<file path="src/verilog/bwaeh_regs.svh">
// Register offsets, field positions, event bits and reset values of the window error handler
`ifndef BWAEH_REGS_SVH
`define BWAEH_REGS_SVH

`define BWAEH_ADR_CSR         8'h00
`define BWAEH_ADR_DAR         8'h04
`define BWAEH_ADR_INT_STAT    8'h08
`define BWAEH_ADR_INT_MASK    8'h0C

`define BWAEH_CSR_ERROR       15
`define BWAEH_CSR_TIMEOUT     14
`define BWAEH_CSR_OPEN        7
`define BWAEH_CSR_WPERMIT     2

`define BWAEH_EV_ACCESS       0
`define BWAEH_EV_TIMEOUT      1
`define BWAEH_EV_POWER_LOW    2
`define BWAEH_EV_WIDTH        3

`define BWAEH_CSR_RESET       16'h0000
`define BWAEH_DAR_RESET       16'h0000
`define BWAEH_INT_RESET       3'h0

`endif

</file>
<file path="src/verilog/bwaeh_pkg.sv">
// Types shared by the window error handler
package bwaeh_pkg;

	typedef enum logic [1:0] {
		BWAEH_CYC_READ       = 2'b00,
		BWAEH_CYC_READ_PAUSE = 2'b01,
		BWAEH_CYC_WRITE      = 2'b10,
		BWAEH_CYC_WRITE_BYTE = 2'b11
	} bwaeh_cyc_type;

	typedef enum logic [2:0] {
		BWAEH_ST_IDLE   = 3'b000,
		BWAEH_ST_RELAY  = 3'b001,
		BWAEH_ST_ANSWER = 3'b010,
		BWAEH_ST_HANG   = 3'b011,
		BWAEH_ST_IGNORE = 3'b100
	} bwaeh_state_type;

	typedef struct packed {
		logic          valid;
		bwaeh_cyc_type cyc;
		logic [15:0]   addr;
		logic [15:0]   wdata;
	} bwaeh_req_type;

	typedef struct packed {
		logic        valid;
		logic        drive;
		logic [15:0] rdata;
	} bwaeh_resp_type;

endpackage

</file>
<file path="src/verilog/bwaeh_sync.sv">
// Two-flop synchroniser for levels from the far bus
`timescale 1ns/1ps
module bwaeh_sync (
	input  wire logic       clk_i,
	input  wire logic       rst_i,
	input  wire logic [1:0] async_i,
	output logic      [1:0] sync_o
);

	logic [1:0] stage1;
	logic [1:0] stage2;

	always_ff @(posedge clk_i) begin
		if (rst_i) begin
			stage1 <= 2'h0;
			stage2 <= 2'h0;
		end else begin
			stage1 <= async_i;
			stage2 <= stage1;
		end
	end

	assign sync_o = stage2;

endmodule // bwaeh_sync

</file>
<file path="src/verilog/bwaeh_top.sv">
// Access-error handling of the two-port bus window
// What this block does
// - A failed or illegal window access sets the error flag, control bit 15.
// - A failed write or byte write still returns slave sync; data sits buffered.
// - A failed read or read-pause withholds slave sync; no valid data exists.
// - With error already set, accesses are ignored: no status, sync, or address change.
// - Target-bus timeout or power-low also sets the error flag.
// - Channel closed: any access sets bit 15; sync only for writes.
// - Write permit clear: read-pause errors without sync; writes error with sync.
// - Target timeout sets bits 15 and 14; sync only for writes.
// - Reads through the window from both buses at once set bit 15, no sync.
// - Every access error sets the error flag and may raise the interrupt.
//
// Register access over Wishbone and the placing of the registers were chosen for this implementation.
`timescale 1ns/1ps
`include "bwaeh_regs.svh"
module bwaeh_top (
	input  wire logic                    clk_i,
	input  wire logic                    rst_i,
	input  wire logic                    wb_cyc_i,
	input  wire logic                    wb_stb_i,
	input  wire logic                    wb_we_i,
	input  wire logic [7:0]              wb_adr_i,
	input  wire logic [3:0]              wb_sel_i,
	input  wire logic [31:0]             wb_dat_i,
	output logic      [31:0]             wb_dat_o,
	output logic                         wb_ack_o,
	input  wire bwaeh_pkg::bwaeh_req_type orig_req_i,
	output bwaeh_pkg::bwaeh_resp_type    orig_resp_o,
	output bwaeh_pkg::bwaeh_req_type     tgt_req_o,
	input  wire logic                    tgt_ssyn_i,
	input  wire logic                    tgt_timeout_i,
	input  wire logic [15:0]             tgt_rdata_i,
	input  wire logic                    tgt_power_low_i,
	input  wire logic                    remote_read_i,
	output logic                         irq_o
);

	function automatic logic is_write(input bwaeh_pkg::bwaeh_cyc_type c);
		is_write = (c == bwaeh_pkg::BWAEH_CYC_WRITE) || (c == bwaeh_pkg::BWAEH_CYC_WRITE_BYTE);
	endfunction

	function automatic logic is_read(input bwaeh_pkg::bwaeh_cyc_type c);
		is_read = (c == bwaeh_pkg::BWAEH_CYC_READ) || (c == bwaeh_pkg::BWAEH_CYC_READ_PAUSE);
	endfunction

	// Far-bus levels
	logic [1:0] far_sync;
	logic       power_low;
	logic       remote_read;

	bwaeh_sync u_sync (
		.clk_i   (clk_i),
		.rst_i   (rst_i),
		.async_i ({remote_read_i, tgt_power_low_i}),
		.sync_o  (far_sync)
	);

	assign power_low   = far_sync[0];
	assign remote_read = far_sync[1];

	// Registers
	logic                          err_flag;
	logic                          tmo_flag;
	logic                          open_bit;
	logic                          wpermit_bit;
	logic [15:0]                   dar;
	logic [`BWAEH_EV_WIDTH-1:0]    int_stat;
	logic [`BWAEH_EV_WIDTH-1:0]    int_mask;
	logic                          next_err_flag;
	logic                          next_tmo_flag;
	logic                          next_open_bit;
	logic                          next_wpermit_bit;
	logic [15:0]                   next_dar;
	logic [`BWAEH_EV_WIDTH-1:0]    next_int_stat;
	logic [`BWAEH_EV_WIDTH-1:0]    next_int_mask;

	// Cycle sequencer
	bwaeh_pkg::bwaeh_state_type    state;
	bwaeh_pkg::bwaeh_state_type    next_state;
	bwaeh_pkg::bwaeh_cyc_type      cyc;
	bwaeh_pkg::bwaeh_cyc_type      next_cyc;
	logic [15:0]                   data_buf;
	logic [15:0]                   next_data_buf;
	logic [15:0]                   rdata;
	logic [15:0]                   next_rdata;
	logic                          tgt_valid;
	logic                          next_tgt_valid;
	logic                          ev_access;
	logic                          ev_timeout;

	// Bus slave
	logic                          ack;
	logic                          next_ack;
	logic [31:0]                   dat;
	logic [31:0]                   next_dat;
	logic                          wb_req;
	logic                          wb_wr;
	logic                          csr_wr;
	logic                          reopen;

	assign wb_req = wb_cyc_i && wb_stb_i && !ack;
	assign wb_wr  = wb_req && wb_we_i;
	assign csr_wr = wb_wr && (wb_adr_i == `BWAEH_ADR_CSR) && wb_sel_i[0];
	assign reopen = csr_wr && wb_dat_i[`BWAEH_CSR_OPEN];

	always_comb begin
		next_state     = state;
		next_cyc       = cyc;
		next_data_buf  = data_buf;
		next_rdata     = rdata;
		next_tgt_valid = tgt_valid;
		next_dar       = dar;
		ev_access      = 1'b0;
		ev_timeout     = 1'b0;
		case (state)
			bwaeh_pkg::BWAEH_ST_IDLE: begin
				if (orig_req_i.valid) begin
					next_cyc      = orig_req_i.cyc;
					next_data_buf = orig_req_i.wdata;
					if (err_flag) begin
						next_state = bwaeh_pkg::BWAEH_ST_IGNORE;
					end else if (!open_bit) begin
						ev_access  = 1'b1;
						next_state = is_write(orig_req_i.cyc) ? bwaeh_pkg::BWAEH_ST_ANSWER
							: bwaeh_pkg::BWAEH_ST_HANG;
					end else if (!wpermit_bit && (orig_req_i.cyc != bwaeh_pkg::BWAEH_CYC_READ)) begin
						ev_access  = 1'b1;
						next_state = is_write(orig_req_i.cyc) ? bwaeh_pkg::BWAEH_ST_ANSWER
							: bwaeh_pkg::BWAEH_ST_HANG;
					end else if (is_read(orig_req_i.cyc) && remote_read) begin
						ev_access  = 1'b1;
						next_state = bwaeh_pkg::BWAEH_ST_HANG;
					end else begin
						next_dar       = orig_req_i.addr;
						next_tgt_valid = 1'b1;
						next_state     = bwaeh_pkg::BWAEH_ST_RELAY;
					end
				end
			end
			bwaeh_pkg::BWAEH_ST_RELAY: begin
				if (tgt_ssyn_i) begin
					next_tgt_valid = 1'b0;
					next_rdata     = tgt_rdata_i;
					next_state     = bwaeh_pkg::BWAEH_ST_ANSWER;
				end else if (tgt_timeout_i) begin
					next_tgt_valid = 1'b0;
					ev_access      = 1'b1;
					ev_timeout     = 1'b1;
					next_state     = is_write(cyc) ? bwaeh_pkg::BWAEH_ST_ANSWER
						: bwaeh_pkg::BWAEH_ST_HANG;
				end
			end
			bwaeh_pkg::BWAEH_ST_ANSWER: begin
				if (!orig_req_i.valid) begin
					next_state = bwaeh_pkg::BWAEH_ST_IDLE;
				end
			end
			bwaeh_pkg::BWAEH_ST_HANG: begin
				if (!orig_req_i.valid) begin
					next_state = bwaeh_pkg::BWAEH_ST_IDLE;
				end
			end
			bwaeh_pkg::BWAEH_ST_IGNORE: begin
				if (!orig_req_i.valid) begin
					next_state = bwaeh_pkg::BWAEH_ST_IDLE;
				end
			end
			default: begin
				next_state     = bwaeh_pkg::BWAEH_ST_IDLE;
				next_tgt_valid = 1'b0;
			end
		endcase
	end

	always_ff @(posedge clk_i) begin
		if (rst_i) begin
			state     <= bwaeh_pkg::BWAEH_ST_IDLE;
			cyc       <= bwaeh_pkg::BWAEH_CYC_READ;
			data_buf  <= 16'h0000;
			rdata     <= 16'h0000;
			tgt_valid <= 1'b0;
		end else begin
			state     <= next_state;
			cyc       <= next_cyc;
			data_buf  <= next_data_buf;
			rdata     <= next_rdata;
			tgt_valid <= next_tgt_valid;
		end
	end

	// Status, control and interrupt registers
	always_comb begin
		next_err_flag    = err_flag;
		next_tmo_flag    = tmo_flag;
		next_open_bit    = open_bit;
		next_wpermit_bit = wpermit_bit;
		next_int_stat    = int_stat;
		next_int_mask    = int_mask;
		if (reopen) begin
			next_err_flag = 1'b0;
			next_tmo_flag = 1'b0;
		end
		if (csr_wr) begin
			next_open_bit    = wb_dat_i[`BWAEH_CSR_OPEN];
			next_wpermit_bit = wb_dat_i[`BWAEH_CSR_WPERMIT];
		end
		if (wb_wr && (wb_adr_i == `BWAEH_ADR_INT_STAT) && wb_sel_i[0]) begin
			next_int_stat = int_stat & ~wb_dat_i[`BWAEH_EV_WIDTH-1:0];
		end
		if (wb_wr && (wb_adr_i == `BWAEH_ADR_INT_MASK) && wb_sel_i[0]) begin
			next_int_mask = wb_dat_i[`BWAEH_EV_WIDTH-1:0];
		end
		// Hardware sets win over software clears
		if (ev_access || ev_timeout || power_low) begin
			next_err_flag = 1'b1;
		end
		if (ev_timeout) begin
			next_tmo_flag = 1'b1;
		end
		if (ev_access) begin
			next_int_stat[`BWAEH_EV_ACCESS] = 1'b1;
		end
		if (ev_timeout) begin
			next_int_stat[`BWAEH_EV_TIMEOUT] = 1'b1;
		end
		if (power_low) begin
			next_int_stat[`BWAEH_EV_POWER_LOW] = 1'b1;
		end
	end

	always_ff @(posedge clk_i) begin
		if (rst_i) begin
			err_flag    <= 1'(`BWAEH_CSR_RESET >> `BWAEH_CSR_ERROR);
			tmo_flag    <= 1'b0;
			open_bit    <= 1'b0;
			wpermit_bit <= 1'b0;
			dar         <= `BWAEH_DAR_RESET;
			int_stat    <= `BWAEH_INT_RESET;
			int_mask    <= `BWAEH_INT_RESET;
		end else begin
			err_flag    <= next_err_flag;
			tmo_flag    <= next_tmo_flag;
			open_bit    <= next_open_bit;
			wpermit_bit <= next_wpermit_bit;
			dar         <= next_dar;
			int_stat    <= next_int_stat;
			int_mask    <= next_int_mask;
		end
	end

	// Wishbone answer
	always_comb begin
		next_ack = wb_req;
		next_dat = dat;
		if (wb_req) begin
			next_dat = 32'h00000000;
			case (wb_adr_i)
				`BWAEH_ADR_CSR: begin
					next_dat[`BWAEH_CSR_ERROR]   = err_flag;
					next_dat[`BWAEH_CSR_TIMEOUT] = tmo_flag;
					next_dat[`BWAEH_CSR_OPEN]    = open_bit;
					next_dat[`BWAEH_CSR_WPERMIT] = wpermit_bit;
				end
				`BWAEH_ADR_DAR: begin
					next_dat[15:0] = dar;
				end
				`BWAEH_ADR_INT_STAT: begin
					next_dat[`BWAEH_EV_WIDTH-1:0] = int_stat;
				end
				`BWAEH_ADR_INT_MASK: begin
					next_dat[`BWAEH_EV_WIDTH-1:0] = int_mask;
				end
				default: begin
					next_dat = 32'h00000000;
				end
			endcase
		end
	end

	always_ff @(posedge clk_i) begin
		if (rst_i) begin
			ack <= 1'b0;
			dat <= 32'h00000000;
		end else begin
			ack <= next_ack;
			dat <= next_dat;
		end
	end

	assign wb_ack_o = ack;
	assign wb_dat_o = dat;
	assign irq_o    = |(int_stat & int_mask);

	// Originator answer: sync only in ANSWER, data only for reads
	assign orig_resp_o.valid = (state == bwaeh_pkg::BWAEH_ST_ANSWER);
	assign orig_resp_o.drive = (state == bwaeh_pkg::BWAEH_ST_ANSWER) && is_read(cyc);
	assign orig_resp_o.rdata = rdata;

	// Target-bus request
	assign tgt_req_o.valid = tgt_valid;
	assign tgt_req_o.cyc   = cyc;
	assign tgt_req_o.addr  = dar;
	assign tgt_req_o.wdata = data_buf;

endmodule // bwaeh_top

</file>
<file path="config.mk">
export PLATFORM = sky130hd
export DESIGN_NAME = bwaeh_top
export DESIGN_NICKNAME = d
export VERILOG_FILES = /design/src/verilog/bwaeh_pkg.sv /design/src/verilog/bwaeh_sync.sv /design/src/verilog/bwaeh_top.sv
export VERILOG_INCLUDE_DIRS = /design/src /design/src/verilog
export SDC_FILE = /design/constraint.sdc
export NUM_CORES = 1
export LEC_CHECK = 0
export ABC_CLOCK_PERIOD_IN_PS = 1850
export BUFFER_PORTS_ARGS = -buffer_cell sky130_fd_sc_hd__buf_2
export CORE_MARGIN = 8
export CORE_UTILIZATION = 42
export CTS_CLUSTER_SIZE = 25
export DETAILED_ROUTE_END_ITERATION = 16
export PLACE_DENSITY = 0.88
export SLEW_MARGIN = 20
export SYNTH_ARGS = -nofsm -noshare
export SYNTH_HDL_FRONTEND = slang
export SYNTH_SLANG_ARGS = --single-unit
</file>
<file path="constraint.sdc">
create_clock -name clk_i -period 1.85 [get_ports clk_i]
set_input_delay 0.0925 -clock clk_i [delete_from_list [all_inputs] [get_ports clk_i]]
set_output_delay 0.0925 -clock clk_i [all_outputs]
set_load 0.02 [all_outputs]
</file>
# Yosys cells after proc, flatten, opt, wreduce, memory -nomap -nowiden
# Cells that the tools add are included.
# totals
romBits	0
inputBits	104
output_inout_bits	87
mem_count	0
reg_bits	85
ramBits	0
latch_bits	0
word_cells	124
# classes
eq_ne	20
muxes	41
n_bitwise	7
div_mod_pow	0
order_cmp	0
n_mul	0
n_shift	0
n_reduce_logical	38
n_addsub	0
# op_table
cell	n
$mux 1	23
$mux 3	6
$eq 8x4->1 const B	2
$logic_and 1x1->1	13
$ne 2x2->1 const B	6
$reduce_bool 2->1	6
$pmux 3 s3	1
$eq 2x2->1 const B	4
$eq 8x3->1 const B	1
$logic_not 8->1	1
$reduce_and 7->1	1
$and 3x3->3	2
$eq 3x2->1 const B	2
$logic_or 1x1->1	6
$mux 2	3
$mux 6	1
$pmux 2 s3	1
$reduce_and 6->1	1
$reduce_or 3->1	2
$eq 2x1->1 const B	2
$logic_not 2->1	2
$mux 4	1
$not 1->1	4
$pmux 1 s2	2
other kinds (11)	13

# Depth between registers and ports, before layout
# logic_depth
ltp_word	12
mapped_depth	7
ltp_nobuf	4

# Modules after synthesis
# A second synthesis with hierarchy kept.
# unflattened
cells_unflattened	414
area_unflattened_um2	3502.1
# modules_own_cells
mod	instances	area_each_um2	cells_each
bwaeh_top	1	3397.0	406
bwaeh_sync	1	105.1	8

# Least setup slack after synthesis
# Ideal clock, no wire load.
# synth_timing
path_kind	register to register
startpoint	reg ack, in the netlist wb_ack_o
endpoint	reg int_mask[0]
path_slack_ns	0.248
path_buffers	1
arrival_time_ns	1.475
path_stages_with_launch	6
synth_period_minus_slack_ns	1.602
cell_sequence	dfxtp_1 > nand3b_1 > buf_1 > nor4_4 > mux2i_1 > nor2_1
# synth_between
elab_chain_len	5
# synth_rtl
element	line	rtl
start: declaration	bwaeh_top.sv:93	logic ack;
start signal: assignment	bwaeh_top.sv:286	ack <= next_ack;
$logic_not 1->1	bwaeh_top.sv:102	assign wb_req = wb_cyc_i && wb_stb_i && !ack;
$logic_and 1x1->1	bwaeh_top.sv:102	
$logic_and 1x1->1	bwaeh_top.sv:103	assign wb_wr = wb_req && wb_we_i;
$logic_and 1x1->1 (2 in a row)	bwaeh_top.sv:211	if (wb_wr && (wb_adr_i == `BWAEH_ADR_INT_MASK) && wb_sel_i[0]) begin
end signal: assignment	bwaeh_top.sv:240	int_mask <= `BWAEH_INT_RESET;
end signal: assignment	bwaeh_top.sv:248	int_mask <= next_int_mask;
end: declaration	bwaeh_top.sv:69	logic [`BWAEH_EV_WIDTH-1:0] int_mask;
# Every way passes these cells.
# A chain may end at the register's enable or synchronous reset.

# Worst setup path in the final report
# layout_timing
startpoint	in orig_req_i[32] in the netlist's numbering
endpoint	reg dar[6]
# layout_between
elab_chain_len	5
word_cells_on_any_way	9
# layout_rtl
element	line	rtl
start: declaration	bwaeh_top.sv:28	input wire bwaeh_pkg::bwaeh_req_type orig_req_i,
$eq 2x1->1 / $logic_not 2->1 (equally long branches)	bwaeh_top.sv:44	is_read = (c == bwaeh_pkg::BWAEH_CYC_READ) || (c == bwaeh_pkg::BWAEH_CYC_READ_PAUSE);
$logic_or 1x1->1	bwaeh_top.sv:44	
$logic_and 1x1->1	bwaeh_top.sv:131	end else if (is_read(orig_req_i.cyc) && remote_read) begin
$not 1->1 (no line)	-	
$reduce_and 6->1 (no line) (*)	-	
end signal: assignment	bwaeh_top.sv:238	dar <= `BWAEH_DAR_RESET;
end signal: assignment	bwaeh_top.sv:246	dar <= next_dar;
end: declaration	bwaeh_top.sv:67	logic [15:0] dar;
# Every way passes the cells marked *; elsewhere a longest branch is shown, timed or not.

==> flow_summary.toml <==
[floorplan]
die_area_um2 = 11700
fp-row-count = 33
fp.dieW_um = 108
core_area_um2 = 8220
initial_core_util_pct = 43.2
io-pin-count = 191
fp.dieH_um = 108

[timing]
whs_ns = 0.0193
fin_setup_tns_ns = 0
slew_viol_final = 0
skew_ns = 0.0127
rsz0062_at_grt = "no"
min_period_ns = 1.75
setup_violations = 0
fmax_ghz = 0.571
worstMarginPinSlew_ns = 0.735
post-route-period-util_pct = 94.7
fin_ws_ns = 0.0976
hold_viol_final = 0
max_slew_margin_pct = 51.0

[power_and_ir_drop]
leakagePower_uw = 0.00221
p_int_uw = 2780
swShare_pct = 28.2
p_sw_uw = 1090
power_per_cell_area_nw_per_um2 = 776
ir_drop_v = 0.000499
p_comb_share_pct = 16.2
seq_power_share_pct = 49.9
p_clk_share_pct = 33.9

[critical_path]
start_kind = "input pin"
arrival_ns = 1.98
r2r_start = "state[2]$_SDFFE_PP0P_"
worstPathMaxFanout = 10
reg2reg_slack_ns = 0.12
reg2regPathDepth = 4
required_ns = 2.07
worstSetupPathType = "in2reg"
worst_r2r_endpoint = "dar[6]$_SDFFE_PP0P_"
cp-end-kind = "flop"

[routing]
vias = 3762
drt_drc_violations_left = 0
routed_via_density = 5.25
drt-pass1-iter-count = 5
wl_per_cell_um = 17.2
ant_nets = 0
wirelength_mm = 12.3
drt_first_iter_violations = 222

[hold_path]
min_from = "wb_stb_i"
holdCritPathClass = "in2reg"
worst_hold_path.endpoint = "wb_ack_o$_SDFF_PP0_"
hold_depth = 3

[layout]
seqCellArea_um2 = 1700
fillCellCount = 697
synthToLayoutAreaGrowth_pct = 40.5
multiInputGateArea_um2 = 1620
final_nets = 704
layout-drive-gt1-share_pct = 29.9

[placement]
port_buffers = 143
gp_congestion = 0.827
post-place-ws_ns = 0.166
dp_hpwl_mm = 8.09

[synth]
synth-seq-cells = 85
yosysTopAreaCellShare_pct = 47.9
ys_seq_area_share_pct = 47.9
yosys.area.top_type = "dfxtp_1"
syn_inst = 416
yosys.cell_count.top_type = "dfxtp_1"
synth_edf_count = 0
syn_area_um2 = 3550
synthTopCellsByCount = "85 x dfxtp_1, 76 x nand2_1, 55 x a21oi_1, 31 x nor2_1, 19 x nand3_1"
syn_avg_cell_area_um2 = 8.54
yosysWarnings = 0
ys_async_sr_fraction_pct = 0
synth.distinct_cells = 47
ys.flop_type = "dfxtp_1"
synthTopCellsByArea = "dfxtp_1 48%, nand2_1 8.0%, a21oi_1 7.7%"

[clocking]
cts_sinks = 85
clkTransAtPathRegs_ns = 0.09
cts_buffer_depth = 2
cts_setup_buffers = 0
cts_tree = "built"
clock_latency_ns = 0.35
cts_inserted_buffers = 9
cts_max_level = 3
cts_root_buf = "clkbuf_8"

[global_routing]
grt_max_degree = 47
grt_overflow = 0
grt_pass1_vias = 3972
grtUsageTotal_pct = 20.4
grt_antenna_before_repair = 3
grt_pass1_wl_mm = 19.0

[run]
maxCapViolCount = 0

[outcome]
status = "complete, no violations"
[state kept, by name, indices dropped and copies added (netlist names), 2 cells and up]
signal	count
u_sync.stage1	2
cyc	2
int_stat	3
data_buf	16
state	3
wb_dat_o	16
int_mask	3
dar	16
u_sync.sync_o	2
rdata	16
[worst max-delay path, stage by stage]
cell and delay [ns]:
dlygate4sd3_1 0.53, buf_2 0.13, nor2_1 0.19, o221ai_1 0.39, buf_4 0.31, o21ai_0 0.22, a21oi_1 0.11
[kinds of logic (layout without fill, tap and decap cells)]
kind of cell / Yosys count / after routing / synth area share (%)
flops: 85 / 85 / 47.9
simple gates: 170 / 170 / 24.1
buf+inv: 51 / 225 / 8.52
compound gates: 101 / 101 / 16.7
other cells: 1 / 22 / 0.106
mux: 8 / 8 / 2.68
[timing repair]
action,in CTS,in global routing
endpoints found under the hold margin,52,0
endpoints found under the setup margin,0,6
gates resized for setup,0,2
hold buffers,52,0
[power groups by stage]
stage	clock, uW	sequential [uW]	combinational (uW)
floorplan	0	2010	327
global placement	0	1970	505
detailed placement	0	1970	522
CTS	1350	1930	610
global route	1410	1940	677
finish	1310	1930	628
[routing by layer]
metal | GRT usage (%) | vias to the layer above | wire length (um)
li1 | - | 1785 | -
met5 | 0 | - | 0
met2 | 34.5 | 198 | 6260
met1 | 20.5 | 1725 | 4360
met3 | 6.13 | 54 | 1100
met4 | 16.9 | 0 | 603
[per-stage QoR]
stage	area, um2	utilization [%]	power, uW	std cells
floorplan	3610	-	2330	431
global placement	4250	51.7	2470	642
detailed placement	4250	51.7	2490	642
CTS	4970	60.5	3890	710
global route	4990	60.7	4030	715
finish	4990	60.7	3870	716
[placed cells by master, fill, tap and decap left out, drive strengths merged, types with 5 or more instances in the layout]
cell,Yosys,routed
buf,30,153
a22oi,15,15
dfxtp,85,85
inv,4,6
nor4,5,5
conb,1,16
nor2b,7,7
clkbuf,17,10
diode,0,6
mux2i,5,5
nor2,32,32
dlygate4sd3,0,52
nand3,19,19
a21oi,55,55
nand2b,5,5
nand2,76,76
o21ai,17,17
[area by class of cell]
type	instances	share of cell area, %
well taps	105	2.63
repair buffers	205	26.3
clock buffers	10	2.56
diodes	6	0.301
clock inverters	6	1.40
multi-input cells	295	32.4
inverters	4	0.301
flip-flops and latches	85	34.1
[worst max path at each step]
stage	startpoint	to	slack (ns)	depth (start not counted)
3_3_place_gp	state[2]$_SDFFE_PP0P_	err_flag$_SDFFE_PP0P_	0.21	4
5_1_grt	state[2]$_SDFFE_PP0P_	err_flag$_SDFFE_PP0P_	0.003	4
4_1_cts	state[2]$_SDFFE_PP0P_	err_flag$_SDFFE_PP0P_	0.14	4
2_1_floorplan	wb_ack_o$_SDFF_PP0_	int_mask[0]$_SDFFE_PP0P_	0.25	5
3_5_place_dp	state[2]$_SDFFE_PP0P_	err_flag$_SDFFE_PP0P_	0.17	4
6_report	orig_req_i[32]	dar[6]$_SDFFE_PP0P_	0.1	7
No activity file was read; power rests on OpenSTA's default activity.
